`src/adc_ctrl_regs.svh`:
```
`ifndef ADC_CTRL_REGS_SVH
`define ADC_CTRL_REGS_SVH
// Functional notes
// - Control 0 bits 6:2 pick input 0-27, temp diode, charge unit, DAC, fixed ref
// - Control 0 bit 0 powers the converter; cleared means off, no current
// - Control 1 bit 7 picks trigger: 1 charge-time unit, 0 second capture/compare
// - Control 1 bits 3:2 pick upper reference: supply, ref pin, fixed ref; 11 reserved
// - Acquisition code 000-111 gives 0,2,4,6,8,12,16,20 conversion clock periods
// - With RC clock, conversion starts one instruction cycle after the start bit
// - Left justified: result 9:2 in high byte, 1:0 in low byte bits 7:6
// - Right justified: result 9:8 in high byte bits 1:0, 7:0 in low byte
// - Hold capacitor is discharged after every conversion
// - Done flag, enable and priority sit in bit 6 of their registers
// - Converter module-disable sits in bit 2 of module disable register 1
// - On finish: clear start bit, set done flag, load result pair
// - Clearing start bit early aborts and keeps the previous result
// - Special trigger starts acquisition only while the converter is enabled
// - Module disable holds the converter in reset and stops its clock
`define OFS_CTRL0       8'h00
`define OFS_CTRL1       8'h04
`define OFS_CTRL2       8'h08
`define OFS_RES_HI      8'h0C
`define OFS_RES_LO      8'h10
`define OFS_FLAG        8'h14
`define OFS_IENA        8'h18
`define OFS_IPRI        8'h1C
`define OFS_MDIS        8'h20
`define BIT_ENABLE      0
`define BIT_GO          1
`define BIT_CHS_LO      2
`define BIT_TRIG_SEL    7
`define BIT_PREF_LO     2
`define BIT_NREF_LO     0
`define BIT_JUSTIFY     7
`define BIT_ACQ_LO      3
`define BIT_CS_LO       0
`define BIT_DONE        6
`define BIT_MDIS        2
`define CTRL_RESET      8'h00
`define INSTR_CYCLES    3'h4
`define DISCH_TADS      5'h02
`define RESP_OKAY       2'h0
`define RESP_SLVERR     2'h2
`endif

```
`src/adc_ctrl_pkg.sv`:
```
package adc_ctrl_pkg;
  typedef enum logic [2:0] {
    ST_IDLE,
    ST_DELAY,
    ST_ACQ,
    ST_CONV,
    ST_DISCH
  } seq_state_t;
endpackage

```
`src/adc_ctrl.sv`:
```
// Implementation choices: the register addresses and register access over AXI4-Lite.
`timescale 1ns/1ps
`include "adc_ctrl_regs.svh"
module adc_ctrl #(
  parameter int ADDR_W = 8
) (
  input  wire logic              sys_clk_i,          // 25 MHz clock
  input  wire logic              reset_i,            // Sync reset, high
  input  wire logic [ADDR_W-1:0] s_axi_awaddr_i,     // Write address
  input  wire logic              s_axi_awvalid_i,    // Write address valid
  output logic                   s_axi_awready_o,    // Write address ready
  input  wire logic [31:0]       s_axi_wdata_i,      // Write data
  input  wire logic [3:0]        s_axi_wstrb_i,      // Write strobes
  input  wire logic              s_axi_wvalid_i,     // Write data valid
  output logic                   s_axi_wready_o,     // Write data ready
  output logic [1:0]             s_axi_bresp_o,      // Write response
  output logic                   s_axi_bvalid_o,     // Write response valid
  input  wire logic              s_axi_bready_i,     // Write response ready
  input  wire logic [ADDR_W-1:0] s_axi_araddr_i,     // Read address
  input  wire logic              s_axi_arvalid_i,    // Read address valid
  output logic                   s_axi_arready_o,    // Read address ready
  output logic [31:0]            s_axi_rdata_o,      // Read data
  output logic [1:0]             s_axi_rresp_o,      // Read response
  output logic                   s_axi_rvalid_o,     // Read data valid
  input  wire logic              s_axi_rready_i,     // Read data ready
  input  wire logic              rc_osc_i,           // Internal RC osc pin
  input  wire logic              comp_i,             // SAR comparator out
  input  wire logic              charge_time_trig_i, // Charge unit trigger
  input  wire logic              capture_trig_i,     // Second CCP trigger
  output logic                   converter_power_o,  // Analog power on
  output logic [4:0]             channel_select_o,   // Input mux code
  output logic [1:0]             pos_ref_select_o,   // Upper ref code
  output logic [1:0]             neg_ref_select_o,   // Lower ref code
  output logic                   sample_o,           // Hold cap on input
  output logic                   convert_o,          // Conversion phase
  output logic                   discharge_o,        // Hold cap discharge
  output logic [9:0]             dac_code_o,         // SAR trial code
  output logic                   irq_o,              // Done interrupt
  output logic                   conv_done_priority_o // Priority level
);
  adc_ctrl_pkg::seq_state_t state_ff;

  logic              aw_held_ff;
  logic [ADDR_W-1:0] awaddr_ff;
  logic              w_held_ff;
  logic [7:0]        wdata_ff;
  logic              wlane_ff;
  logic              bvalid_ff;
  logic [1:0]        bresp_ff;
  logic              rvalid_ff;
  logic [7:0]        rdata_ff;
  logic [1:0]        rresp_ff;
  logic              rc_s1_ff, rc_s2_ff, rc_s3_ff;
  logic              cmp_s1_ff, cmp_s2_ff;
  logic [4:0]        chs_ff;
  logic              en_ff, go_ff;
  logic              tsel_ff;
  logic [1:0]        pref_ff, nref_ff;
  logic              just_ff;
  logic [2:0]        acq_ff, cs_ff;
  logic [7:0]        res_hi_ff, res_lo_ff;
  logic              flag_ff, ie_ff, ip_ff, md_ff;
  logic [4:0]        tad_ff;
  logic [3:0]        idx_ff;
  logic [9:0]        sar_ff;
  logic [2:0]        dly_ff;
  logic              tick;

  function automatic logic mapped(input logic [ADDR_W-1:0] a);
    mapped = (a == `OFS_CTRL0) || (a == `OFS_CTRL1) || (a == `OFS_CTRL2) ||
             (a == `OFS_RES_HI) || (a == `OFS_RES_LO) || (a == `OFS_FLAG) ||
             (a == `OFS_IENA) || (a == `OFS_IPRI) || (a == `OFS_MDIS);
  endfunction

  function automatic logic [4:0] acq_tads(input logic [2:0] c);
    case (c)
      3'h0:    acq_tads = 5'h00;
      3'h1:    acq_tads = 5'h02;
      3'h2:    acq_tads = 5'h04;
      3'h3:    acq_tads = 5'h06;
      3'h4:    acq_tads = 5'h08;
      3'h5:    acq_tads = 5'h0C;
      3'h6:    acq_tads = 5'h10;
      default: acq_tads = 5'h14;
    endcase
  endfunction

  // AXI write side
  wire ctl_rst  = reset_i | md_ff;
  wire wr_fire  = aw_held_ff & w_held_ff & ~bvalid_ff;
  wire wr_ok    = mapped(awaddr_ff);
  wire wr_en    = wr_fire & wlane_ff;
  wire wr_c0    = wr_en & (awaddr_ff == `OFS_CTRL0);
  wire wr_c1    = wr_en & (awaddr_ff == `OFS_CTRL1);
  wire wr_c2    = wr_en & (awaddr_ff == `OFS_CTRL2);
  wire wr_hi    = wr_en & (awaddr_ff == `OFS_RES_HI);
  wire wr_lo    = wr_en & (awaddr_ff == `OFS_RES_LO);
  wire wr_ie    = wr_en & (awaddr_ff == `OFS_IENA);
  wire wr_ip    = wr_en & (awaddr_ff == `OFS_IPRI);
  wire wr_md    = wr_en & (awaddr_ff == `OFS_MDIS);
  wire rd_fire  = s_axi_arvalid_i & ~rvalid_ff;

  assign s_axi_awready_o = ~aw_held_ff;
  assign s_axi_wready_o  = ~w_held_ff;
  assign s_axi_bvalid_o  = bvalid_ff;
  assign s_axi_bresp_o   = bresp_ff;
  assign s_axi_arready_o = ~rvalid_ff;
  assign s_axi_rvalid_o  = rvalid_ff;
  assign s_axi_rresp_o   = rresp_ff;
  assign s_axi_rdata_o   = {24'h000000, rdata_ff};

  always_ff @(posedge sys_clk_i)
  begin
    if (reset_i)
    begin
      aw_held_ff <= 1'b0;
      awaddr_ff  <= '0;
      w_held_ff  <= 1'b0;
      wdata_ff   <= 8'h00;
      wlane_ff   <= 1'b0;
      bvalid_ff  <= 1'b0;
      bresp_ff   <= `RESP_OKAY;
    end
    else
    begin
      if (s_axi_awvalid_i && !aw_held_ff)
      begin
        aw_held_ff <= 1'b1;
        awaddr_ff  <= s_axi_awaddr_i;
      end
      else if (wr_fire)
        aw_held_ff <= 1'b0;
      if (s_axi_wvalid_i && !w_held_ff)
      begin
        w_held_ff <= 1'b1;
        wdata_ff  <= s_axi_wdata_i[7:0];
        wlane_ff  <= s_axi_wstrb_i[0];
      end
      else if (wr_fire)
        w_held_ff <= 1'b0;
      if (wr_fire)
      begin
        bvalid_ff <= 1'b1;
        bresp_ff  <= wr_ok ? `RESP_OKAY : `RESP_SLVERR;
      end
      else if (s_axi_bready_i)
        bvalid_ff <= 1'b0;
    end
  end

  wire [7:0] rd_c0 = {1'b0, chs_ff, go_ff, en_ff};
  wire [7:0] rd_c1 = {tsel_ff, 3'h0, pref_ff, nref_ff};
  wire [7:0] rd_c2 = {just_ff, 1'b0, acq_ff, cs_ff};
  wire [7:0] rd_fl = {1'b0, flag_ff, 6'h00};
  wire [7:0] rd_ie = {1'b0, ie_ff, 6'h00};
  wire [7:0] rd_ip = {1'b0, ip_ff, 6'h00};
  wire [7:0] rd_md = {5'h00, md_ff, 2'h0};
  wire [ADDR_W-1:0] ra = s_axi_araddr_i;
  wire [7:0] rd_mux =
    (ra == `OFS_CTRL0)  ? rd_c0 :
    (ra == `OFS_CTRL1)  ? rd_c1 :
    (ra == `OFS_CTRL2)  ? rd_c2 :
    (ra == `OFS_RES_HI) ? res_hi_ff :
    (ra == `OFS_RES_LO) ? res_lo_ff :
    (ra == `OFS_FLAG)   ? rd_fl :
    (ra == `OFS_IENA)   ? rd_ie :
    (ra == `OFS_IPRI)   ? rd_ip :
    (ra == `OFS_MDIS)   ? rd_md : 8'h00;
  wire rd_flag = rd_fire & (ra == `OFS_FLAG);

  always_ff @(posedge sys_clk_i)
  begin
    if (reset_i)
    begin
      rvalid_ff <= 1'b0;
      rdata_ff  <= 8'h00;
      rresp_ff  <= `RESP_OKAY;
    end
    else if (rd_fire)
    begin
      rvalid_ff <= 1'b1;
      rdata_ff  <= rd_mux;
      rresp_ff  <= mapped(ra) ? `RESP_OKAY : `RESP_SLVERR;
    end
    else if (s_axi_rready_i)
      rvalid_ff <= 1'b0;
  end

  // Pin inputs, two stages before use
  always_ff @(posedge sys_clk_i)
  begin
    if (reset_i)
    begin
      rc_s1_ff  <= 1'b0;
      rc_s2_ff  <= 1'b0;
      rc_s3_ff  <= 1'b0;
      cmp_s1_ff <= 1'b0;
      cmp_s2_ff <= 1'b0;
    end
    else
    begin
      rc_s1_ff  <= rc_osc_i;
      rc_s2_ff  <= rc_s1_ff;
      rc_s3_ff  <= rc_s2_ff;
      cmp_s1_ff <= comp_i;
      cmp_s2_ff <= cmp_s1_ff;
    end
  end

  // Sequencer decode
  wire use_rc  = (cs_ff == 3'h3) || (cs_ff == 3'h7);
  wire busy    = (state_ff == adc_ctrl_pkg::ST_DELAY) ||
                 (state_ff == adc_ctrl_pkg::ST_ACQ) ||
                 (state_ff == adc_ctrl_pkg::ST_CONV);
  wire trig_src = tsel_ff ? charge_time_trig_i : capture_trig_i;
  wire trig    = trig_src & en_ff & ~go_ff;
  wire sw_go   = wr_c0 & wdata_ff[`BIT_GO] & en_ff & ~go_ff;
  wire sw_stop = wr_c0 & ~wdata_ff[`BIT_GO] & go_ff;
  wire last    = (idx_ff == 4'h0);
  wire done    = (state_ff == adc_ctrl_pkg::ST_CONV) & tick & last & go_ff;
  wire [4:0] acq_n  = acq_tads(acq_ff);
  wire [9:0] sar_kp = sar_ff & ~({9'h000, ~cmp_s2_ff} << idx_ff);
  wire [9:0] result = sar_kp;
  wire nxt_go  = (go_ff & ~done & ~sw_stop & en_ff) | sw_go | trig;
  wire nxt_flag = done | (flag_ff & ~rd_flag);

  // Control registers; module disable acts as reset
  always_ff @(posedge sys_clk_i)
  begin
    if (ctl_rst)
    begin
      {chs_ff, en_ff} <= 6'h00;
      tsel_ff <= 1'b0;
      pref_ff <= 2'h0;
      nref_ff <= 2'h0;
      just_ff <= 1'b0;
      acq_ff  <= 3'h0;
      cs_ff   <= 3'h0;
      go_ff   <= 1'b0;
      flag_ff <= 1'b0;
    end
    else
    begin
      if (wr_c0)
      begin
        chs_ff <= wdata_ff[`BIT_CHS_LO +: 5];
        en_ff  <= wdata_ff[`BIT_ENABLE];
      end
      if (wr_c1)
      begin
        tsel_ff <= wdata_ff[`BIT_TRIG_SEL];
        pref_ff <= wdata_ff[`BIT_PREF_LO +: 2];
        nref_ff <= wdata_ff[`BIT_NREF_LO +: 2];
      end
      if (wr_c2)
      begin
        just_ff <= wdata_ff[`BIT_JUSTIFY];
        acq_ff  <= wdata_ff[`BIT_ACQ_LO +: 3];
        cs_ff   <= wdata_ff[`BIT_CS_LO +: 3];
      end
      go_ff   <= nxt_go;
      flag_ff <= nxt_flag;
    end
  end

  // Interrupt controls survive module disable
  always_ff @(posedge sys_clk_i)
  begin
    if (reset_i)
    begin
      ie_ff <= 1'b0;
      ip_ff <= 1'b0;
      md_ff <= 1'b0;
    end
    else
    begin
      if (wr_ie)
        ie_ff <= wdata_ff[`BIT_DONE];
      if (wr_ip)
        ip_ff <= wdata_ff[`BIT_DONE];
      if (wr_md)
        md_ff <= wdata_ff[`BIT_MDIS];
    end
  end

  // Results keep their content through reset and aborts
  always_ff @(posedge sys_clk_i)
  begin
    if (done)
    begin
      if (just_ff)
      begin
        res_hi_ff <= {6'h00, result[9:8]};
        res_lo_ff <= result[7:0];
      end
      else
      begin
        res_hi_ff <= result[9:2];
        res_lo_ff <= {result[1:0], 6'h00};
      end
    end
    else
    begin
      if (wr_hi)
        res_hi_ff <= wdata_ff;
      if (wr_lo)
        res_lo_ff <= wdata_ff;
    end
  end

  conv_clock_gen u_clk (
    .sys_clk_i (sys_clk_i),
    .reset_i   (ctl_rst),
    .run_i     (en_ff),
    .sel_i     (cs_ff),
    .rc_rise_i (rc_s2_ff & ~rc_s3_ff),
    .tick_o    (tick)
  );

  // Conversion sequencer
  always_ff @(posedge sys_clk_i)
  begin
    if (ctl_rst || !en_ff)
    begin
      state_ff <= adc_ctrl_pkg::ST_IDLE;
      tad_ff   <= 5'h00;
      idx_ff   <= 4'h9;
      sar_ff   <= 10'h000;
      dly_ff   <= 3'h0;
    end
    else
    begin
      case (state_ff)
        adc_ctrl_pkg::ST_IDLE:
          if (go_ff)
          begin
            dly_ff   <= 3'h1;
            tad_ff   <= 5'h00;
            idx_ff   <= 4'h9;
            sar_ff   <= 10'h200;
            state_ff <= use_rc ? adc_ctrl_pkg::ST_DELAY : adc_ctrl_pkg::ST_ACQ;
          end
        adc_ctrl_pkg::ST_DELAY:
          if (!go_ff)
            state_ff <= adc_ctrl_pkg::ST_DISCH;
          else if (dly_ff == `INSTR_CYCLES)
            state_ff <= adc_ctrl_pkg::ST_ACQ;
          else
            dly_ff <= dly_ff + 3'h1;
        adc_ctrl_pkg::ST_ACQ:
          // Discharge counts from zero even when cut short mid-acquisition
          if (!go_ff)
          begin
            tad_ff   <= 5'h00;
            state_ff <= adc_ctrl_pkg::ST_DISCH;
          end
          else if (tad_ff == acq_n)
          begin
            tad_ff   <= 5'h00;
            state_ff <= adc_ctrl_pkg::ST_CONV;
          end
          else if (tick)
            tad_ff <= tad_ff + 5'h01;
        adc_ctrl_pkg::ST_CONV:
          if (!go_ff)
            state_ff <= adc_ctrl_pkg::ST_DISCH;
          else if (tick)
          begin
            // Comparator settles one period per trial bit
            if (last)
              state_ff <= adc_ctrl_pkg::ST_DISCH;
            else
            begin
              sar_ff <= sar_kp | (10'h001 << (idx_ff - 4'h1));
              idx_ff <= idx_ff - 4'h1;
            end
          end
        adc_ctrl_pkg::ST_DISCH:
          if (tad_ff == `DISCH_TADS)
          begin
            tad_ff   <= 5'h00;
            state_ff <= adc_ctrl_pkg::ST_IDLE;
          end
          else if (tick)
            tad_ff <= tad_ff + 5'h01;
        default:
          state_ff <= adc_ctrl_pkg::ST_IDLE;
      endcase
    end
  end

  assign converter_power_o    = en_ff & ~md_ff;
  assign channel_select_o     = chs_ff;
  assign pos_ref_select_o     = pref_ff;
  assign neg_ref_select_o     = nref_ff;
  assign sample_o             = converter_power_o & ~busy & ~discharge_o |
                                (state_ff == adc_ctrl_pkg::ST_ACQ) |
                                (state_ff == adc_ctrl_pkg::ST_DELAY);
  assign convert_o            = (state_ff == adc_ctrl_pkg::ST_CONV);
  assign discharge_o          = (state_ff == adc_ctrl_pkg::ST_DISCH);
  assign dac_code_o           = sar_ff;
  assign irq_o                = flag_ff & ie_ff;
  assign conv_done_priority_o = ip_ff;
endmodule // adc_ctrl

```
`src/conv_clock_gen.sv`:
```
`timescale 1ns/1ps
module conv_clock_gen (
  input  wire logic       sys_clk_i,  // System clock
  input  wire logic       reset_i,    // Sync reset, high
  input  wire logic       run_i,      // Converter powered
  input  wire logic [2:0] sel_i,      // Clock select code
  input  wire logic       rc_rise_i,  // Synchronised RC edge
  output logic            tick_o      // One pulse per period
);
  logic [5:0] cnt_ff;
  logic       tick_ff;
  // Divider limit minus one; zero marks the RC source
  function automatic logic [5:0] div_lim(input logic [2:0] s);
    case (s)
      3'h0:    div_lim = 6'h01;
      3'h1:    div_lim = 6'h07;
      3'h2:    div_lim = 6'h1F;
      3'h4:    div_lim = 6'h03;
      3'h5:    div_lim = 6'h0F;
      3'h6:    div_lim = 6'h3F;
      default: div_lim = 6'h00;
    endcase
  endfunction
  wire [5:0] lim    = div_lim(sel_i);
  wire       use_rc = (lim == 6'h00);
  wire       wrap   = (cnt_ff >= lim);
  // Stopped clock
  // module disable
  always_ff @(posedge sys_clk_i)
  begin
    if (reset_i || !run_i)
    begin
      cnt_ff  <= 6'h00;
      tick_ff <= 1'b0;
    end
    else
    begin
      cnt_ff  <= (use_rc || wrap) ? 6'h00 : cnt_ff + 6'h01;
      tick_ff <= use_rc ? rc_rise_i : wrap;
    end
  end
  assign tick_o = tick_ff;
endmodule // conv_clock_gen

```
`config.mk`:
```
export PLATFORM = sky130hd
export DESIGN_NAME = adc_ctrl
export DESIGN_NICKNAME = d
export VERILOG_FILES = /design/src/adc_ctrl_pkg.sv /design/src/adc_ctrl.sv /design/src/conv_clock_gen.sv
export VERILOG_INCLUDE_DIRS = /design/src
export SDC_FILE = /design/constraint.sdc
export NUM_CORES = 1
export LEC_CHECK = 0
export BUFFER_PORTS_ARGS = -buffer_cell sky130_fd_sc_hd__buf_2
export CAP_MARGIN = 20
export CORE_MARGIN = 3
export CORE_UTILIZATION = 50
export CTS_CLUSTER_DIAMETER = 100
export CTS_CLUSTER_SIZE = 40
export DETAILED_ROUTE_END_ITERATION = 7
export GPL_TIMING_DRIVEN = 0
export MAX_ROUTING_LAYER = met4
export PLACE_DENSITY = 0.75
export SKIP_LAST_GASP = 1
export SLEW_MARGIN = 20
export SYNTH_ARGS = -nofsm -noshare
export SYNTH_HDL_FRONTEND = slang
export SYNTH_SLANG_ARGS = --single-unit
```
`constraint.sdc`:
```
create_clock -name sys_clk_i -period 4.9 [get_ports sys_clk_i]
set_clock_uncertainty 0.2 [all_clocks]
set_input_delay 0 -clock sys_clk_i [delete_from_list [all_inputs] [get_ports sys_clk_i]]
set_output_delay 0 -clock sys_clk_i [all_outputs]
set_load 0.1 [all_outputs]
```
==> impl_metrics.json <==
{
  "drt-met1-wl_mm": 6.39,
  "reg2reg_depth": 6,
  "htree_levels": 3,
  "via_per_inst": 5.59,
  "synth_cell_types": 72,
  "comb_power_share": 0.147,
  "synth_ff_type": "dfxtp_1",
  "finalSetupViolCount": 0,
  "cellPowerDensity_mw_per_mm2": 277,
  "gp_congestion": 0.944,
  "synthCells": 649,
  "area_growth_syn_to_layout_pct": 23.2,
  "criticalPathCategory": "primary input to flop",
  "yosysTopAreaCell": "dfxtp_1",
  "syn_avg_cell_area_um2": 8.76,
  "synth_top_area_share": 0.320,
  "fill_cells": 942,
  "wl_met2_mm": 7.46,
  "nets": 880,
  "dieArea_mm2": 0.0127,
  "coreArea_mm2": 0.0110,
  "wl_mm": 15.0,
  "portBuffers": 73,
  "ff_latch_area_mm2": 0.00230,
  "placed_area_mm2": 0.00632,
  "final.setup.tns_ns": 0,
  "final-hold-violation-count": 0,
  "antenna_found_initial": 0,
  "end_kind": "flop",
  "clk_pin_slew_ns": 0.08,
  "synth-edff-count": 16,
  "cts_root_buffer": "clkbuf_16",
  "slew_violations": 0,
  "period_share": 0.593,
  "synth_common_cells": "91 x dfxtp_1, 74 x nor2_1, 62 x nand2_1, 35 x mux2i_1, 29 x a21oi_1",
  "irDropWorstVdd_uv": 308,
  "drc": 0,
  "required_ns": 5.01,
  "grt_max_degree": 22,
  "r2r_slack_ns": 2.14,
  "path_max_fanout": 5,
  "cts-buffers-inserted": 9,
  "multiInputGateArea_mm2": 0.00307,
  "p_sw_uw": 596,
  "reg2reg_to": "rdata_ff[2]",
  "crit_path_start": "s_axi_araddr_i[1]",
  "switching_share": 0.307,
  "grt_overflow": 0,
  "antennaDiodeCount": 0,
  "io_pins": 129,
  "clk_latency_ns": 0.36,
  "cts_resized": 0,
  "die_y_um": 113,
  "cts_hold_buf": 38,
  "r2r-start": "s_axi_rvalid_o",
  "hp-start": "s_axi_araddr_i[4]",
  "maxCapViolations": 0,
  "drive_above_1_share": 0.170,
  "syn_area_mm2": 0.00569,
  "cts_tree": "yes",
  "min_to": "rdata_ff[0]",
  "instances_no_fill": 941,
  "first_global_vias": 5131,
  "p_seq_frac": 0.476,
  "postCtsSetupBuffers": 0,
  "num_rows": 38,
  "first_pass_iters": 5,
  "max_freq_mhz": 344,
  "cts.sink_count": 107,
  "internal_power_uw": 1350,
  "wl_met3_um": 890,
  "dp_hpwl_mm": 10.9,
  "hp-class": "primary input to flop",
  "seq_area_frac_synth": 0.405,
  "highest_layer": "met4",
  "worstPathArrival_ns": 3.02,
  "synth.most_common_cell": "dfxtp_1",
  "synth-seq-cells": 107,
  "synthTopCellsByArea": "dfxtp_1 32%, edfxtp_1 8.4%, mux2i_1 6.2%",
  "ys_warn_count": 0,
  "cts_buffer_depth": 2,
  "initial_core_util": 0.518,
  "ant_nets": 0,
  "pwr-share-clk": 0.378,
  "finalHoldWorstSlack_ns": 0.0436,
  "chipWidth_um": 113,
  "design_area_mm2": 0.00701,
  "status": "complete, no violations",
  "layout_min_cycle_time_ns": 2.91,
  "grt_usage": 0.249,
  "synthArstFlopShare": 0,
  "min_path_cells": 4,
  "wl_per_cell_um": 16.0,
  "relSlewSlack": 0.472,
  "num_vias": 5262,
  "worst_slew_pin_slew_ns": 0.787,
  "rsz0062_at_grt": "false",
  "leakagePower_uw": 0.00290,
  "dp.cells": 887,
  "dr.first_iter.drc_count": 331,
  "crit_path_start_kind": "primary input",
  "grt_pass1_wl_mm": 24.8
}
-- placed cells by master (no fill, tap or decap), types with 20 or more instances in the layout --
cell / count
dfxtp_1: 91
buf_2: 76
nor2_1: 74
nand2_1: 62
dlygate4sd3_1: 38
mux2i_1: 35
a21oi_1: 29
buf_4: 27
o21ai_0: 26
conb_1: 26
inv_1: 25
clkbuf_1: 23
ha_1: 21
nand3_1: 20
-- kinds of logic after synthesis --
family	Yosys count	share of synthesized area
other	1	0.000659
AND/OR/NAND/NOR	246	0.219
buffers and inverters	81	0.0719
adder cells (fa/ha/maj)	21	0.0462
multiplexers	42	0.0794
XOR/XNOR	5	0.00770
flip-flops	107	0.405
AO/OA/AOI/OAI	146	0.170
-- critical path, stage by stage --
cell	delay (ns)
dlygate4sd3_1	0.54
buf_2	0.13
nor2_1	0.19
dlygate4sd3_1	0.72
nand4_1	0.14
dlygate4sd3_1	0.60
a21oi_1	0.13
dlygate4sd3_1	0.56
-- worst max path at each step --
stage,end,cells past startpoint
after floorplan,sample_o,3
after global placement,res_hi_ff[4],6
after detailed placement,res_hi_ff[6],6
after CTS,rdata_ff[2],9
after global routing,rdata_ff[2],9
final,rdata_ff[2],8
-- layer usage --
metal | track usage | up-vias
li1 | - | 2589
met1 | 0.301 | 2480
met2 | 0.410 | 172
met3 | 0.0588 | 21
met4 | 0.0809 | 0
met5 | - | -
-- per-stage QoR --
| stage | setup WS (ns) | utilization | total power, uW |
|---|---|---|---|
| after floorplan | 1.23 | - | 1160 |
| after global placement | 2.22 | 0.576 | 1200 |
| after detailed placement | 2.18 | 0.576 | 1200 |
| after CTS | 2.10 | 0.638 | 1960 |
| after global routing | 1.87 | 0.638 | 2010 |
| final | 1.99 | 0.638 | 1940 |
-- power by group through the flow --
stage          clock (uW)  sequential (uW)  combinational, uW
3_3_place_gp            0              943                258
6_report              734              925                285
2_1_floorplan           0              976                182
4_1_cts               750              924                282
5_1_grt               779              927                302
3_5_place_dp            0              944                261
-- flip-flops by register name (all words and copies together), names as in the netlist, 6 cells and up --
register,flops
awaddr_ff,8
res_lo_ff,8
dac_code_o,10
u_clk.cnt_ff,6
rdata_ff,8
res_hi_ff,8
wdata_ff,8
-- area by class of cell --
type / count / area share
multi-input cells: 486 / 0.438
flip-flops and latches: 107 / 0.329
repair buffers: 111 / 0.106
plain buffers: 55 / 0.0445
clock buffers: 9 / 0.0321
well taps: 140 / 0.0250
inverters: 26 / 0.0139
clock inverters: 7 / 0.0113
(Power assumes the default switching activity.)
